`src/design/smb_pkg.sv`:
```
// Shared types and constants for the two-wire master engine
package smb_pkg;
	// Clock and time base
	localparam int CLK_PERIOD_NS = 10;
	localparam int MS_NS         = 1000000;
	localparam int CYC_PER_MS    = MS_NS / CLK_PERIOD_NS;
	// Clock-low timeout and recovery bound, in milliseconds
	localparam logic [9:0] SCL_LOW_TMO_MS  = 10'h019;
	localparam int         RECOVER_MAX_MS  = 10;
	// Address byte layout and direction codes
	localparam int         DIR_BIT     = 0;
	localparam logic       DIR_READ    = 1'b1;
	localparam logic       DIR_WRITE   = 1'b0;
	localparam logic [3:0] ACK_BIT_IDX = 4'h8;
	localparam logic [4:0] LADDR_MAX   = 5'h10;

	typedef enum logic [1:0] {SMB_WRITE, SMB_READ, SMB_ADDR_READ} smb_kind_t;
	typedef enum logic [1:0] {SMB_OK, SMB_NACK, SMB_ARB_LOST, SMB_TIMEOUT} smb_status_t;

	// One transfer request from the internal controller
	typedef struct packed {
		smb_kind_t  kind;
		logic [6:0] target;
		logic [9:0] count;
		logic [4:0] laddr_len;
	} smb_req_t;

	// Static configuration, held stable while a transfer runs
	typedef struct packed {
		logic [7:0]  own_addr;
		logic [15:0] half_cyc;
		logic [9:0]  rd_tmo_ms;
		logic [9:0]  wr_tmo_ms;
		logic        scl_low_tmo_en;
	} smb_cfg_t;

	// Completion report
	typedef struct packed {
		logic        done;
		smb_status_t status;
	} smb_result_t;
endpackage : smb_pkg

```
`src/design/smb_master_engine.sv`:
```
// Two-wire bus master engine with own-address acknowledge
`timescale 1ns/1ps
module smb_master_engine
	import smb_pkg::*;
#(
	parameter int MS_CYC = CYC_PER_MS
) (
	input  wire logic        core_clk,
	input  wire logic        rst,
	input  wire logic        scl_in,
	output logic             scl_out,
	output logic             scl_oe,
	input  wire logic        sda_in,
	output logic             sda_out,
	output logic             sda_oe,
	input  wire smb_cfg_t    cfg,
	input  wire logic        req_valid,
	input  wire smb_req_t    req,
	output logic             req_ready,
	input  wire logic        wr_valid,
	input  wire logic [7:0]  wr_data,
	output logic             wr_ready,
	output logic             rd_valid,
	output logic [7:0]       rd_data,
	output smb_result_t      result
);
	typedef enum logic [3:0] {
		M_IDLE, M_START, M_LOAD, M_LO, M_HI, M_RS_LO, M_RS_HI, M_SP_LO, M_SP_HI, M_SP_END
	} smb_mst_t;
	typedef enum logic [1:0] {P_ADDR, P_LADDR, P_RADDR, P_DATA} smb_step_t;

	smb_mst_t    state_reg;
	smb_step_t   step_reg;
	smb_req_t    req_reg;
	smb_status_t stat_reg;
	smb_result_t res_reg;
	logic [15:0] cnt_reg;
	logic [3:0]  bit_reg;
	logic [7:0]  tx_reg;
	logic [7:0]  rx_reg;
	logic [9:0]  left_reg;
	logic [4:0]  lleft_reg;
	logic        scl_oe_reg;
	logic        sda_oe_reg;
	logic        zero_reg;
	logic        req_ready_reg;
	logic        wr_ready_reg;
	logic        rd_valid_reg;
	logic [7:0]  rd_data_reg;
	logic        busy_reg;
	logic        scl_d_reg;
	logic        sda_d_reg;
	logic        slv_act_reg;
	logic        slv_ack_reg;
	logic [3:0]  slv_cnt_reg;
	logic [7:0]  slv_sh_reg;
	logic [1:0]  line_s;

	wire logic       scl_s;
	wire logic       sda_s;
	wire logic       in_hi;
	wire logic       in_stop;
	wire logic       cnt_run;
	wire logic       half_done;
	wire logic       first_hi;
	wire logic       hi_end;
	wire logic       last_bit;
	wire logic       last_byte;
	wire logic       rx_mode;
	wire logic       need_wr;
	wire logic       wr_take;
	wire logic       load_go;
	wire logic [7:0] load_byte;
	wire logic       lo_drive;
	wire logic       arb_hit;
	wire logic       nack_hit;
	wire logic       rw_tmo;
	wire logic       low_tmo;
	wire logic       rw_run;
	wire logic [9:0] rw_limit;
	wire logic       start_det;
	wire logic       stop_det;
	wire logic       scl_rise;
	wire logic       scl_fall;
	wire logic       own_hit;

	// Address byte: target in bits 7..1, direction in bit 0
	function automatic logic [7:0] addr_byte(input logic [6:0] target, input logic rd);
		addr_byte = {target, rd ? DIR_READ : DIR_WRITE};
	endfunction : addr_byte

	// Line inputs cross into the core clock
	smb_sync #(
		.W(2)
	) u_sync (
		.core_clk (core_clk),
		.rst      (rst),
		.async_in ({scl_in, sda_in}),
		.sync_out (line_s)
	);

	// Transfer timeout, stopped while the STOP is being sent
	smb_tmo #(
		.MS_CYC(MS_CYC)
	) u_rw_tmo (
		.core_clk (core_clk),
		.rst      (rst),
		.run      (rw_run),
		.limit_ms (rw_limit),
		.expired  (rw_tmo)
	);

	// Clock-low timeout
	smb_tmo #(
		.MS_CYC(MS_CYC)
	) u_low_tmo (
		.core_clk (core_clk),
		.rst      (rst),
		.run      (cfg.scl_low_tmo_en && !scl_s),
		.limit_ms (SCL_LOW_TMO_MS),
		.expired  (low_tmo)
	);

	// Line state and bus conditions
	assign scl_s     = line_s[1];
	assign sda_s     = line_s[0];
	assign start_det = scl_s && scl_d_reg && sda_d_reg && !sda_s;
	assign stop_det  = scl_s && scl_d_reg && !sda_d_reg && sda_s;
	assign scl_rise  = scl_s && !scl_d_reg;
	assign scl_fall  = !scl_s && scl_d_reg;

	// Phase timing; high phases wait for the line to really rise
	assign in_hi     = (state_reg == M_HI) || (state_reg == M_RS_HI) || (state_reg == M_SP_HI);
	assign in_stop   = (state_reg == M_SP_LO) || in_hi && (state_reg == M_SP_HI)
		|| (state_reg == M_SP_END);
	assign cnt_run   = !in_hi || scl_s || (cnt_reg != 16'h0000);
	assign half_done = (cnt_reg >= cfg.half_cyc);
	assign first_hi  = scl_s && (cnt_reg == 16'h0000);
	assign hi_end    = half_done || (!scl_s && cnt_reg != 16'h0000);

	// Byte and bit selection
	assign last_bit  = (bit_reg == ACK_BIT_IDX);
	assign last_byte = (left_reg == 10'h001);
	assign rx_mode   = (step_reg == P_DATA) && (req_reg.kind != SMB_WRITE);
	assign need_wr   = (step_reg == P_LADDR) || (step_reg == P_DATA && req_reg.kind == SMB_WRITE);
	assign wr_take   = wr_valid && wr_ready_reg;
	assign load_go   = !need_wr || wr_take;
	assign load_byte = (step_reg == P_ADDR)  ? addr_byte(req_reg.target, req_reg.kind == SMB_READ)
		: (step_reg == P_RADDR) ? addr_byte(req_reg.target, DIR_READ) : wr_data;
	assign lo_drive  = last_bit ? rx_mode : (!rx_mode && !tx_reg[7]);

	// Arbitration, acknowledge and timeout events
	assign arb_hit  = (state_reg == M_HI) && first_hi && !last_bit && !rx_mode
		&& tx_reg[7] && !sda_s;
	assign nack_hit = (state_reg == M_HI) && first_hi && last_bit && !rx_mode && sda_s;
	assign rw_run   = (state_reg != M_IDLE) && !in_stop;
	assign rw_limit = (req_reg.kind == SMB_WRITE) ? cfg.wr_tmo_ms : cfg.rd_tmo_ms;
	assign own_hit  = (slv_sh_reg[7:1] == cfg.own_addr[7:1]);

	// Bit and byte sequencer of the master
	always_ff @(posedge core_clk or posedge rst) begin
		if (rst) begin
			state_reg     <= M_IDLE;
			step_reg      <= P_ADDR;
			req_reg       <= '0;
			stat_reg      <= SMB_OK;
			res_reg       <= '0;
			cnt_reg       <= 16'h0000;
			bit_reg       <= 4'h0;
			tx_reg        <= 8'h00;
			rx_reg        <= 8'h00;
			left_reg      <= 10'h000;
			lleft_reg     <= 5'h00;
			scl_oe_reg    <= 1'b0;
			sda_oe_reg    <= 1'b0;
			req_ready_reg <= 1'b0;
			wr_ready_reg  <= 1'b0;
			rd_valid_reg  <= 1'b0;
			rd_data_reg   <= 8'h00;
		end else begin
			req_ready_reg <= 1'b0;
			wr_ready_reg  <= 1'b0;
			rd_valid_reg  <= 1'b0;
			res_reg.done  <= 1'b0;
			cnt_reg       <= cnt_run ? cnt_reg + 16'h0001 : cnt_reg;
			if ((low_tmo || arb_hit) && state_reg != M_IDLE) begin
				scl_oe_reg <= 1'b0;
				sda_oe_reg <= 1'b0;
				state_reg  <= M_IDLE;
				res_reg    <= '{done: 1'b1, status: arb_hit ? SMB_ARB_LOST : SMB_TIMEOUT};
			end else if (rw_tmo) begin
				stat_reg   <= SMB_TIMEOUT;
				scl_oe_reg <= 1'b1;
				cnt_reg    <= 16'h0000;
				state_reg  <= M_SP_LO;
			end else begin
				unique case (state_reg)
					M_IDLE: begin
						scl_oe_reg <= 1'b0;
						sda_oe_reg <= slv_ack_reg;
						if (req_valid && req_ready_reg) begin
							req_reg   <= req;
							step_reg  <= P_ADDR;
							stat_reg  <= SMB_OK;
							left_reg  <= req.count;
							lleft_reg <= (req.laddr_len > LADDR_MAX) ? LADDR_MAX : req.laddr_len;
							cnt_reg   <= 16'h0000;
							state_reg <= M_START;
						end else begin
							req_ready_reg <= !busy_reg && !slv_act_reg;
						end
					end
					M_START: begin
						sda_oe_reg <= 1'b1;
						if (half_done) begin
							scl_oe_reg <= 1'b1;
							cnt_reg    <= 16'h0000;
							state_reg  <= M_LOAD;
						end
					end
					M_LOAD: begin
						bit_reg      <= 4'h0;
						wr_ready_reg <= need_wr && !wr_take;
						if (load_go) begin
							tx_reg    <= load_byte;
							cnt_reg   <= 16'h0000;
							state_reg <= M_LO;
						end
					end
					M_LO: begin
						sda_oe_reg <= lo_drive;
						if (half_done) begin
							scl_oe_reg <= 1'b0;
							cnt_reg    <= 16'h0000;
							state_reg  <= M_HI;
						end
					end
					M_HI: begin
						if (first_hi && rx_mode && !last_bit) begin
							rx_reg <= {rx_reg[6:0], sda_s};
						end
						if (nack_hit) begin
							stat_reg <= SMB_NACK;
						end
						if (hi_end) begin
							scl_oe_reg <= 1'b1;
							cnt_reg    <= 16'h0000;
							if (!last_bit) begin
								tx_reg    <= {tx_reg[6:0], 1'b0};
								bit_reg   <= bit_reg + 4'h1;
								state_reg <= M_LO;
							end else if (nack_hit || stat_reg == SMB_NACK) begin
								state_reg <= M_SP_LO;
							end else if (rx_mode) begin
								rd_valid_reg <= 1'b1;
								rd_data_reg  <= rx_reg;
								left_reg     <= left_reg - 10'h001;
								state_reg    <= last_byte ? M_SP_LO : M_LOAD;
							end else begin
								unique case (step_reg)
									P_ADDR: begin
										step_reg  <= (req_reg.kind == SMB_ADDR_READ) ? P_LADDR : P_DATA;
										state_reg <= M_LOAD;
									end
									P_LADDR: begin
										lleft_reg <= lleft_reg - 5'h01;
										step_reg  <= (lleft_reg <= 5'h01) ? P_RADDR : P_LADDR;
										state_reg <= (lleft_reg <= 5'h01) ? M_RS_LO : M_LOAD;
									end
									P_RADDR: begin
										step_reg  <= P_DATA;
										state_reg <= M_LOAD;
									end
									P_DATA: begin
										left_reg  <= left_reg - 10'h001;
										state_reg <= last_byte ? M_SP_LO : M_LOAD;
									end
								endcase
							end
						end
					end
					M_RS_LO: begin
						sda_oe_reg <= 1'b0;
						if (half_done) begin
							scl_oe_reg <= 1'b0;
							cnt_reg    <= 16'h0000;
							state_reg  <= M_RS_HI;
						end
					end
					M_RS_HI: begin
						if (half_done) begin
							cnt_reg   <= 16'h0000;
							state_reg <= M_START;
						end
					end
					M_SP_LO: begin
						sda_oe_reg <= 1'b1;
						if (half_done) begin
							scl_oe_reg <= 1'b0;
							cnt_reg    <= 16'h0000;
							state_reg  <= M_SP_HI;
						end
					end
					M_SP_HI: begin
						if (half_done) begin
							sda_oe_reg <= 1'b0;
							cnt_reg    <= 16'h0000;
							state_reg  <= M_SP_END;
						end
					end
					M_SP_END: begin
						if (half_done) begin
							res_reg   <= '{done: 1'b1, status: stat_reg};
							state_reg <= M_IDLE;
						end
					end
				endcase
			end
		end
	end

	// Bus busy tracking and own-address acknowledge
	always_ff @(posedge core_clk or posedge rst) begin
		if (rst) begin
			scl_d_reg   <= 1'b1;
			sda_d_reg   <= 1'b1;
			busy_reg    <= 1'b0;
			slv_act_reg <= 1'b0;
			slv_ack_reg <= 1'b0;
			slv_cnt_reg <= 4'h0;
			slv_sh_reg  <= 8'h00;
		end else begin
			scl_d_reg <= scl_s;
			sda_d_reg <= sda_s;
			busy_reg  <= start_det || (busy_reg && !stop_det && !low_tmo);
			if (stop_det || low_tmo || state_reg != M_IDLE) begin
				slv_act_reg <= 1'b0;
				slv_ack_reg <= 1'b0;
			end else if (start_det) begin
				slv_act_reg <= 1'b1;
				slv_cnt_reg <= 4'h0;
			end else if (slv_act_reg && scl_rise && slv_cnt_reg != ACK_BIT_IDX) begin
				slv_sh_reg  <= {slv_sh_reg[6:0], sda_s};
				slv_cnt_reg <= slv_cnt_reg + 4'h1;
			end else if (slv_act_reg && scl_fall && slv_cnt_reg == ACK_BIT_IDX) begin
				slv_ack_reg <= !slv_ack_reg && own_hit;
				slv_act_reg <= !slv_ack_reg && own_hit;
			end
		end
	end

	// Constant low drive level of both open-drain pins
	always_ff @(posedge core_clk or posedge rst) begin
		if (rst) begin
			zero_reg <= 1'b0;
		end else begin
			zero_reg <= 1'b0;
		end
	end

	assign scl_out   = zero_reg;
	assign sda_out   = zero_reg;
	assign scl_oe    = scl_oe_reg;
	assign sda_oe    = sda_oe_reg;
	assign req_ready = req_ready_reg;
	assign wr_ready  = wr_ready_reg;
	assign rd_valid  = rd_valid_reg;
	assign rd_data   = rd_data_reg;
	assign result    = res_reg;
endmodule : smb_master_engine

```
`src/design/smb_sync.sv`:
```
// Two-stage synchroniser for the bus line inputs
`timescale 1ns/1ps
module smb_sync #(
	parameter int W = 2
) (
	input  wire logic         core_clk,
	input  wire logic         rst,
	input  wire logic [W-1:0] async_in,
	output logic      [W-1:0] sync_out
);
	logic [W-1:0] meta_reg;
	logic [W-1:0] sync_reg;

	// Idle bus reads high, so reset to ones
	always_ff @(posedge core_clk or posedge rst) begin
		if (rst) begin
			meta_reg <= '1;
			sync_reg <= '1;
		end else begin
			meta_reg <= async_in;
			sync_reg <= meta_reg;
		end
	end

	assign sync_out = sync_reg;
endmodule : smb_sync

```
`src/design/smb_tmo.sv`:
```
// Millisecond timeout counter with a programmable limit
`timescale 1ns/1ps
module smb_tmo
	import smb_pkg::*;
#(
	parameter int MS_CYC = CYC_PER_MS
) (
	input  wire logic       core_clk,
	input  wire logic       rst,
	input  wire logic       run,
	input  wire logic [9:0] limit_ms,
	output logic            expired
);
	localparam int            PW       = $clog2(MS_CYC + 1);
	localparam logic [PW-1:0] PRE_LAST = PW'(MS_CYC - 1);

	logic [PW-1:0] pre_reg;
	logic [9:0]    ms_reg;
	logic          exp_reg;
	wire logic     tick;
	wire logic     at_limit;

	// Zero limit disables the timer
	assign tick     = (pre_reg == PRE_LAST);
	assign at_limit = (limit_ms != 10'h000) && (ms_reg >= limit_ms);

	// Prescale to milliseconds while running, clear when stopped
	always_ff @(posedge core_clk or posedge rst) begin
		if (rst) begin
			pre_reg <= '0;
			ms_reg  <= 10'h000;
			exp_reg <= 1'b0;
		end else if (!run) begin
			pre_reg <= '0;
			ms_reg  <= 10'h000;
			exp_reg <= 1'b0;
		end else begin
			pre_reg <= tick ? '0 : pre_reg + PW'(1);
			if (tick && !at_limit) begin
				ms_reg <= ms_reg + 10'h001;
			end
			exp_reg <= at_limit;
		end
	end

	assign expired = exp_reg;
endmodule : smb_tmo

```
`config.mk`:
```
export PLATFORM = sky130hd
export DESIGN_NAME = smb_master_engine
export DESIGN_NICKNAME = d
export VERILOG_FILES = /design/src/design/smb_pkg.sv /design/src/design/smb_master_engine.sv /design/src/design/smb_sync.sv /design/src/design/smb_tmo.sv
export SDC_FILE = /design/constraint.sdc
export NUM_CORES = 1
export LEC_CHECK = 0
export BUFFER_PORTS_ARGS = -buffer_cell sky130_fd_sc_hd__buf_2
export CAP_MARGIN = 20
export CORE_MARGIN = 3
export CORE_UTILIZATION = 35
export CTS_CLUSTER_DIAMETER = 60
export CTS_CLUSTER_SIZE = 40
export DETAILED_ROUTE_END_ITERATION = 10
export GPL_TIMING_DRIVEN = 0
export PLACE_DENSITY = 0.57
export SYNTH_ARGS = -nofsm -noshare
export SYNTH_HDL_FRONTEND = slang
export SYNTH_HIERARCHICAL = 1
export SYNTH_SLANG_ARGS = --single-unit
```
`constraint.sdc`:
```
create_clock -name core_clk -period 4.85 [get_ports core_clk]
set_input_delay 1.455 -clock core_clk [delete_from_list [all_inputs] [get_ports core_clk]]
set_output_delay 1.455 -clock core_clk [all_outputs]
set_load 0.02 [all_outputs]
```
==> results.txt, run 1 <==
The worst-skew pair later-pin latency came out at about 0.42 ns. The number of cell rows is 60. The share of the synthesized area in the top cell type came out at 0.403. The largest total area in the synthesized netlist belongs to dfrtp_1. The total number of H-tree levels came out at 4. The main combinational cell family by area after synthesis is simple AND/OR/NAND/NOR gates. The top cell types in the final layout, fill and taps aside, are dfrtp_1, nor2_1, buf_2. After routing the design area is approximately 11000 um2. After global routing the overflow that remains totals 0. The number of flops mapped to enable cells by yosys came out at 0. The final antenna-violating net count came out at 0. The xor-xnor portion of the synthesized cell area is 0.0528. Routability-driven placement finished with a final weighted congestion of about 0.87. Sorting the synthesized cells by area gives the leading types as dfrtp_1, ha_1, mux2_2. The clock-pin slew on the worst setup and hold paths is ~0.060 ns.

Leaving out fill and tap cells, the most frequent cell in the layout is dfrtp_1. The summed instance area of the synthesized netlist is 9620 um2. The clock sink total is roughly 160. The count of buffers added on input and output ports is slightly below 100. The number of hold violations in the final report was 0. The run finished with clean final reports. STA classifies the critical path endpoint as a register. The number of buffers inserted by hold repair at cts came out at 0. In this run the worst hold path is classified as register to register. After detailed routing, the number of remaining DRC violations is 0. The achievable frequency came out at about 0.26 GHz.

The worst path arrival time came out at 4.20 ns. Among all stages on the critical path, the largest delay is contributed by a31oi_1. The clock tree buffer depth is 2. The chip height came out at 172 um. The clock buffer count from CTS is 17. The number of setup violations in the final report came out at 0. In the detailed route, the total length drawn on met2 is ~10 mm. The critical path startpoint category is a primary input. For this configuration, the core starts out at a cell density of 0.357.

The routed wirelength normalized by instance count is ~15 um. The relative area change from synthesis to final layout came out at 17.0%. The register bit total from synthesis came out at around 160. The clock skew is 0.00897 ns.

The number of placed cells counting well taps is 1495. The tightest hold path in the finished design has a slack of roughly 0.35 ns. Measured against its own limit, the worst slew margin works out to 0.443. The CTS tree is yes. The share of flip-flops with an asynchronous set or reset after synthesis is 1.00. just over 100 I/O pins were placed.

The setup path with the least slack is of type primary input to register. The die span in x is around 170 um. The adder and majority gate portion of the synthesized area came out at 0.0702. The static leakage came out at roughly 5.3 nW. The aggregate global-route resource usage came out at 0.159. The largest fanout on the critical path came out at 8. The number of antenna violations at the first check in global routing is 0. The number of gates resized after CTS came out at 0. VDD sags by at most about 240 uV. The post-detailed-routing wire length came out at 22.8 mm. In this run, distinct cell masters in the synthesized netlist total 74. The post-place instance area came out at roughly 11000 um2.

The highest metal layer used by the detailed router is met4. The maximum number of pins on one net before global-route repair is between 50 and 60. The area fraction in compound gates after synthesis was 0.136. A synthesized cell averages slightly above 9 um2. The share of layout cells above drive strength 1 came out at 0.172.

Setup repair after global routing left no endpoint under its margin. The yosys synthesis warning count is 6. Of the synthesized area, sequential elements account for 0.420. In this run the power density over the cells is ~270 nW/um2. The repair_antennas step left the layout with diodes totalling 0.

Dividing the final minimum period by the clock period gives 0.804. The via density per instance came out at 5.14. On the worst path, the slowest cell contributes a delay of slightly below 0.6 ns. The routed length on met1 came out at between 10 and 15 mm. The minimum clock period is slightly below 4 ns. At the placement stage, the worst setup path has a slack of 0.545 ns. Total power for the finished layout comes to 3.07 mW. Synthesis produced approximately 1000 cells. The number of global-route vias before repair is 7683.

The number of design-rule violations left by the first detailed-router iteration is 528. The core area is around 27000 um2. The count of maximum capacitance violations came out at 0. The floorplan die area came out at ~30000 um2. The portion of synthesized area spent on multiplexers is 0.0674. The worst setup margin came out at 0.949 ns.

The tree is rooted in a clkbuf_16. The net total in the final layout came out at about 1300. The routed via count is around 8000.

The simple-gate portion of the synthesized area is 0.210. Among all flip-flop cells after synthesis, the most frequent one is dfrtp_1. The number of search-and-repair iterations in the first detailed-routing pass is 7. The critical path goes through buf_2, inv_1, ha_1, a211oi_1, o21bai_1, a221o_1, a31oi_1, o21ai_0, nand4_2, mux2_2. The first-pass GRT wire length is 38.3 mm. The count of placed standard cells in the final layout, fillers left out came out at between 1500 and 2000. At the pin with the least slew margin, the transition time is ~0.83 ns. The max-slew violation count came out at 0.

The wire length on met3 came out at 1.00 mm. Summed over all nets, the half-perimeter wirelength after detailed placement is about 17 mm. The buffers inserted during post-CTS setup optimization is 0. The required time of the worst setup path came out at a little over 5 ns.
-- synth_stat cells, types with 18 or more instances --
| library cell | instances |
|---|---|
| nand2_1 | 100 |
| nand2b_1 | 18 |
| nor2_1 | 115 |
| nand3_1 | 29 |
| clkbuf_1 | 26 |
| ha_1 | 54 |
| nor3_1 | 23 |
| a21oi_1 | 55 |
| dfrtp_1 | 155 |
| nand4_1 | 19 |
| mux2_2 | 42 |
| o21ai_0 | 37 |
| xor2_1 | 41 |
| inv_1 | 65 |
-- through the flow --
stage                     TNS (ns)  utilization
after floorplan                  0            -
final                            0        0.418
after global routing             0        0.418
after global placement      -78.26        0.394
after CTS                        0        0.418
after detailed placement         0        0.397
-- cells by family after synthesis --
group	Yosys count
DFF	161
and+or+nand+nor	398
other	2
AOI/OAI and AO/OA	198
xor gates and xnor gates	58
buffers and inverters	102
adders and majority gates	54
muxes	59
-- metal layers --
layer,track usage,vias up
li1,-,3923
met1,0.224,3713
met2,0.246,172
met3,0.0326,40
met4,0.0517,0
met5,0,-
-- area by class of cell --
type	count	area [um2]
Timing Repair Buffer	102	581
Buffer	37	166
Sequential cell	161	4040
Tap cell	341	427
Clock inverter	11	105
Inverter	65	246
Clock buffer	21	450
Multi-Input combinational cell	789	5250
Fill cell	2659	15700
-- final timing paths --
path	from	end	slack, ns	depth (start not counted)
max	cfg[34]	rd_data[1]	0.95	10
min	u_sync/meta_reg[1]	u_sync/sync_out[1]	0.35	0
max reg2reg	req_reg[23]	u_rw_tmo/ms_reg[6]	1.07	11
min reg2reg	u_sync/meta_reg[1]	u_sync/sync_out[1]	0.35	0
max in group asynchronous	rst	scl_d_reg	2.91	3
min in group asynchronous	rst	u_low_tmo/pre_reg[12]	1.13	2
-- power breakdown --
part | leakage, nW | internal, mW | switching (mW)
Sequential | 2.16 | 1.37 | 0.0275
Clock | 0.260 | 0.723 | 0.559
Combinational | 2.89 | 0.145 | 0.238
Total | 5.31 | 2.24 | 0.825
-- worst max-delay path: cells and delay by family --
family,cells,cell delay (ns)
AOI/OAI and AO/OA,5,1.59
adders and majority gates,1,0.31
buffers and inverters,2,0.11
muxes,1,0.38
and+or+nand+nor,1,0.37
(Power assumes the default switching activity.)
==> run 2: changes to the inputs <==
Settings changed: ABC_AREA set to 1.
Clock period 4.85 ns to 3.85 ns, I/O delays scaled along.
==> run 2 against run 1 <==
Global-route usage decreased by 0.28 points. Cell area increased by 8.9%. Synthesized cell count increased by 37%. Combinational power increased to 7.1 times the previous value. Critical path type unchanged. Critical endpoint is now left_reg[9].
==> results.txt, run 2 <==
The achievable frequency is about 0.37 GHz. The mean area per synthesized cell is around 7.5 um2. Along the worst path, the maximum fanout reaches 10. The filler cell count in the final layout is around 3000.

The count of buffers added on input and output ports is 97. The routed via count came out at 9139. The final antenna-violating net count came out at 0. Overall power consumption after layout is estimated at approximately 6.6 mW. Setup repair after global routing left no endpoint under its margin. In the global route stage, overall resource usage came out at 0.156.

The net total in the final layout is roughly 1700. The number of setup violations in the final report came out at 0. Ranked by total cell area, the synthesized netlist is headed by dfrtp_1, nand2_1, inv_1. The clock-pin slew on the worst setup and hold paths came out at around 0.070 ns. The max-slew violation count came out at 0.

The register bit total from synthesis is between 150 and 200. The maximum number of pins on one net before global-route repair came out at just under 60. For this run, global-route usage on met3 was measured as 0.0352. The met1 track utilization from global routing came out at 0.211. The share of flip-flops with an asynchronous set or reset after synthesis came out at 1.00. The number of gates resized after CTS came out at 0. Data on the critical path is required at its endpoint by between 4 and 5 ns. TritonCTS built the clock tree. The cell-internal power came out at a little under 4 mW. The clock sink total came out at about 160. After synthesis, the largest family of logic cells by area is simple AND/OR/NAND/NOR gates.

At the end of routability-driven placement, the weighted congestion stood at roughly 0.9. nand2_1 is the most common cell in the netlist. The initial utilization of the core area, before any placement, comes to 0.361. Dividing the detail-routed wire length by the instance count gives 12.8 um. The worst slew margin relative to its limit came out at 0.526. STA classifies the critical path endpoint as a register.

The number of buffers inserted by hold repair at cts came out at 0. The clock tree buffer depth is 2. The clock tree synthesis step divided the H-tree into 4 levels. The root buffer cell chosen for the clock tree is clkbuf_16. The number of antenna violations at the first check in global routing was 0. The final critical-path share of the clock period came out at 0.710. The fraction of met2 tracks used by global routing came out at 0.257. The measured slew at the worst slew-check pin came out at 0.708 ns. Leaving out fill and tap cells, the most frequent cell in the layout is nand2_1.

The share of layout cells above drive strength 1 is 0.170. The via density per instance is between 4 and 5. The sequential fraction of the synthesis area is 0.382. The synthesized netlist occupies a cell area of between 10000 and 15000 um2. After routing the design area is around 12000 um2. dfrtp_1 takes more of the synthesized area than any other cell.

For this run, design rule violations remaining after detail routing come to 0. The part of the power in combinational logic is 0.412. The worst setup path is launched from a primary input. The part of the total power dissipated in sequential elements is 0.335. The most used flip-flop cell after synthesis is dfrtp_1. Synthesis produced a netlist whose cell count is around 1400. The chip height came out at 180 um. The number of hold violations in the final report came out at 0. The fraction of power consumed by the clock network is 0.253. The buffers inserted during post-CTS setup optimization came out at 0. The xor-xnor portion of the synthesized cell area came out at 0.0348. The detailed router finished its first iteration with slightly above 600 violations.

The minimum clock period came out at ~2.7 ns. The number of antenna diodes in the final layout is 0. Sorting the synthesized cells by how often they occur yields nand2_1, inv_1, nor2_1. The clock skew is around 0.0081 ns. Of the total synthesized cell area, the portion taken by full adders, half adders and majority gates is 0.0639. The post-detailed-routing wire length came out at approximately 25 mm. The power per cell area is 540 nW/um2. Summed over all nets, the switching power comes to approximately 2.8 mW. met2 is the most crowded layer. The die span in x came out at about 180 um. The simple-gate portion of the synthesized area is 0.327. The number of global-route vias before repair came out at 8903. The floorplan die area is about 32000 um2. The total overflow left after global routing is 0.

The number of cell rows is 62. The area fraction in compound gates after synthesis is 0.0787. Leaving out fill and tap cells, the most frequent cells in the layout are nand2_1, inv_1, nor2_1. The peak supply drop is 353 uV. The first-pass GRT wire length came out at around 43 mm. The number of flops mapped to enable cells by yosys is 0. The mux share of post-synthesis cell area is 0.0141.

The switching part of the total came out at 0.416. The clock buffer count from CTS is 17. Of the post-synthesis cell area, the dominant cell type holds 0.367. The type of the worst min-delay path is register to register. The worst-skew pair later-pin latency came out at roughly 0.43 ns. The number of I/O pins came out at a little over 100.

The number of distinct library cells after synthesis came out at 53. The estimated wirelength of the detail-placed design is around 19 mm. For this design the static power due to leakage is 6.17 nW. After detailed placement, the total cell area comes to 11700 um2.

The critical path class is primary input to register. From synthesis to final layout, the design area changed by 16.0%. The number of search-and-repair iterations in the first detailed-routing pass is 5.

The floorplan step defined a core boundary enclosing between 20000 and 30000 um2. The yosys synthesis warning count is 6. Final hold analysis gives a worst-case slack of ~0.36 ns. The count of maximum capacitance violations came out at 0.

The run finished with clean final reports. The worst path arrival time came out at 3.09 ns.
## run 2: logic make-up (layout without fill, tap and decap cells)
family | after synthesis | after routing
compound gates | 147 | 147
xor+xnor | 42 | 42
fa+ha+maj | 54 | 54
buf+inv | 251 | 383
flops | 161 | 161
mux | 14 | 14
other cells | 2 | 18
simple gates | 745 | 745
## run 2: worst paths after layout
| path | cells past startpoint | start | slack (ns) | end |
|---|---|---|---|---|
| max | 13 | cfg[36] | 1.12 | left_reg[9] |
| min | 0 | u_sync/meta_reg[1] | 0.36 | u_sync/sync_out[1] |
| max reg2reg | 14 | req_reg[22] | 1.15 | u_rw_tmo/ms_reg[2] |
| min reg2reg | 0 | u_sync/meta_reg[1] | 0.36 | u_sync/sync_out[1] |
| max in group asynchronous | 3 | rst | 2.32 | result[1] |
| min in group asynchronous | 2 | rst | 0.74 | u_rw_tmo/pre_reg[8] |
## run 2: layout make-up
cell class | instances | area, um2 | area share
multi-input combinational | 1020 | 5550 | 0.453
sequential | 161 | 4040 | 0.329
inverter | 225 | 848 | 0.0692
clock inverter | 14 | 150 | 0.0122
tap | 384 | 480 | 0.0392
clock buffer | 18 | 429 | 0.0350
timing repair buffer | 100 | 568 | 0.0463
buffer | 26 | 195 | 0.0159
## run 2: stage by stage
stage	instances	util	setup slack [ns]	setup TNS, ns
3_5_place_dp	1915	0.398	0.654	0
5_1_grt	1948	0.419	0.844	0
4_1_cts	1947	0.418	1.11	0
2_1_floorplan	1432	-	0.0512	0
6_report	1948	0.419	1.12	0
3_3_place_gp	1913	0.397	-1.49	-147.59
## run 2: power groups by stage
| stage | combinational [mW] | clock [mW] | sequential (mW) |
|---|---|---|---|
| 4_1_cts | 2.75 | 1.73 | 2.22 |
| 6_report | 2.72 | 1.68 | 2.22 |
| 3_5_place_dp | 2.75 | 0 | 2.25 |
| 5_1_grt | 3.12 | 1.81 | 2.26 |
| 3_3_place_gp | 2.70 | 0 | 2.24 |
| 2_1_floorplan | 2.11 | 0 | 2.22 |
## run 2: metal layers
metal	part of all wire	up-vias
met5	0	-
met4	0.011	0
met3	0.038	14
met2	0.46	140
met1	0.49	4212
li1	-	4773
## run 2: worst max-delay path, stage by stage
cell and delay [ns]:
buf_2 0.08, inv_1 0.03, ha_1 0.31, a21oi_1 0.15, o21ai_0 0.10, nor2_1 0.22
nand4_2 0.21, nor2_4 0.26, inv_1 0.11, nand2_1 0.13, buf_6 0.18, nor2_2 0.06
a21oi_2 0.10
==> run 3: changes to the inputs <==
Settings changed: PLACE_DENSITY 0.57 to 0.59.
Clock period 3.85 ns to 2.5 ns, I/O delays scaled along.
==> run 3 against run 2 <==
Clock skew rose by 0.0063 ns. Die area stayed put. Register-to-register slack worse by 1.0 ns. Critical endpoint is now u_rw_tmo/ms_reg[4]. Via count up 0.95%. Cell count is 0.26% higher. Cell area increased by 0.60%. Clock power grew 50%. Highest routed layer unchanged. Sequential share of layout area fell by 0.20 points. Global-route usage up 0.15 points. Critical path type is now register to register.
==> results.txt, run 3 (synthesized netlist as in run 2, its figures left out) <==
In the layout the commonest cells are nand2_1, inv_1, nor2_1. The floorplan die area came out at 32300 um2. The count of buffers added on input and output ports is between 90 and 100.

The number of inserted diodes is 0. The number of buffers inserted by hold repair at cts came out at 0. The estimated wirelength of the detail-placed design came out at just under 20 mm. The routed wirelength normalized by instance count came out at approximately 13 um.

The maximum number of pins on one net before global-route repair came out at 40. Headroom to the max-slew limit came out at 0.493. The clock sink total is approximately 160.

The die span in x is between 150 and 200 um. The net switching power figure came out at approximately 4.3 mW. The net total in the final layout is approximately 1700.

The relative area change from synthesis to final layout is 16.7%. The number of hold violations in the final report came out at 0. The via density per instance is 4.72. The fraction of the core area covered by cells at the end of the flow is 0.422. The later pin in the worst-skew pair is clocked with a latency of about 0.44 ns. The total negative slack for setup checks came out at 0 ns. STA classifies the critical path endpoint as a register. The number of design rule violations left after detail routing is 0. The achievable frequency came out at about 0.43 GHz. The tool flagged a number of max-cap violations equal to 0. The first global-routing pass estimated between 40 and 50 mm of wire.

In the post-route analysis, the smallest setup slack over all paths is between 0.15 and 0.2 ns. The power per cell area came out at 831 nW/um2. The number of design-rule violations left by the first detailed-router iteration is ~430. The part of the power in combinational logic is 0.420. The clock buffer count from CTS came out at 17. The worst setup path is of the register to register kind.

The minimum clock period is about 2.3 ns. After clock tree synthesis, the clock-pin slew on the worst setup and hold paths is around 0.080 ns. The number of global-route vias before repair was 9160. The clock tree buffer depth came out at 2. Data arrives at the worst endpoint at between 2 and 3 ns. The post-layout total power came out at 10.3 mW.

The max-slew violation count came out at 0. The flow ran to the end, and the final reports show no timing, DRC or antenna violations. The final critical-path share of the clock period is 0.939. The critical path startpoint category is a register.

The tree is rooted in a clkbuf_16. The initial utilization of the core area, before any placement, comes to 0.361. During I/O placement, the number of pins put on the boundary was between 100 and 150.

The startpoint identified for the worst register-to-register timing path is req_reg[22]. Leaving out filler cells and counting taps, the final layout contains between 1500 and 2000. The library cell used most frequently in the layout, excluding fill and tap cells, is nand2_1. Setup violations remaining at the end of the flow were counted as 0. The number of placed cells counting well taps is 1916. The post-place instance area is 11700 um2.

The clock skew came out at between 0.01 and 0.015 ns. The largest fanout on the critical path is 10. Summed over all layers, the routed wires come to between 20 and 30 mm. Tracing the worst setup path back leads to its startpoint at req_reg[22]. The number of antenna violations at the first check in global routing came out at 0. Of the total power, registers draw 0.335. The total number of H-tree levels came out at 4. Final hold analysis gives a worst-case slack of 0.356 ns.

The worst slack at placement came out at -0.278 ns. The required time of the worst setup path is around 2.8 ns. Measured along the y axis, the die boundary spans about 180 um.

The final antenna-violating net count is 0. The number of search-and-repair iterations in the first detailed-routing pass came out at 6. The placer's final routability congestion estimate came out at roughly 0.88.

Summed over all cells, the static leakage comes to a little over 6 nW. Of the total power, the share spent switching nets is 0.423. TritonCTS built the clock tree.

The start point of the worst min-delay path is u_sync/meta_reg[1]. The share of layout cells above drive strength 1 came out at 0.177. The fraction of power consumed by the clock network came out at 0.245.

The core region is between 20000 and 30000 um2. For the pin with the worst max-slew slack, the measured transition is ~0.76 ns. The remaining global-route overflow is 0. The number of cell rows came out at slightly above 60.

The min-delay analysis places its worst path in the category register to register. The post-layout instance area came out at roughly 12000 um2. The peak supply drop is 570 uV. The final route contains between 9000 and 10000 vias. Across every metal layer, demand over resource in global routing totals 0.158.

The internal power of the cells totals slightly below 6 mW.
[run 3: worst max-delay path, stage by stage (launching register included)]
cell and delay [ns]:
dfrtp_1 0.43, nor2_4 0.17, clkbuf_4 0.23, nand2_1 0.06, nand2_1 0.09, inv_1 0.05
ha_1 0.29, nand2_1 0.08, nor2_2 0.14, nand3_1 0.10, nand3_2 0.12, nand3_4 0.14
buf_4 0.18, nand3_1 0.06, nand2_1 0.06
[run 3: routing by layer]
metal / up-vias / track usage / wire length (um)
li1: 4775 / - / -
met2: 149 / 0.265 / 12000
met1: 4282 / 0.207 / 12000
met4: 0 / 0.0427 / 345
met3: 20 / 0.0333 / 950
met5: - / 0 / 0
[run 3: repair_timing]
action,4_1_cts,5_1_grt
setup endpoints to repair,10,16
gates cloned,0,1
resized for setup,4,5
setup buffers,0,4
pin swaps,0,2
[run 3: power groups by stage]
stage          sequential [mW]  combinational [mW]  clock (mW)
6_report                  3.43                4.31        2.52
3_3_place_gp              3.45                4.16           0
2_1_floorplan             3.41                3.25           0
5_1_grt                   3.49                4.92        2.71
3_5_place_dp              3.47                4.24           0
4_1_cts                   3.42                4.27        2.61
[run 3: final cells by class]
class	count	area [um2]
fillers	2931	16900
multi-input cells	1021	5600
flip-flops and latches	161	4040
inverters	225	850
repair buffers	105	611
well taps	384	480
clock buffers	18	439
plain buffers	25	195
clock inverters	14	124
[run 3: worst paths after layout]
check | end | slack [ns] | cells after the start
worst min-delay path | u_sync/sync_out[1] | 0.36 | 0
min in group asynchronous | u_low_tmo/pre_reg[16] | 0.39 | 2
max in group asynchronous | lleft_reg[2] | 1.37 | 3
worst max-delay path | u_rw_tmo/ms_reg[4] | 0.15 | 14
worst max register to register | u_rw_tmo/ms_reg[4] | 0.15 | 14
worst min register to register | u_sync/sync_out[1] | 0.36 | 0
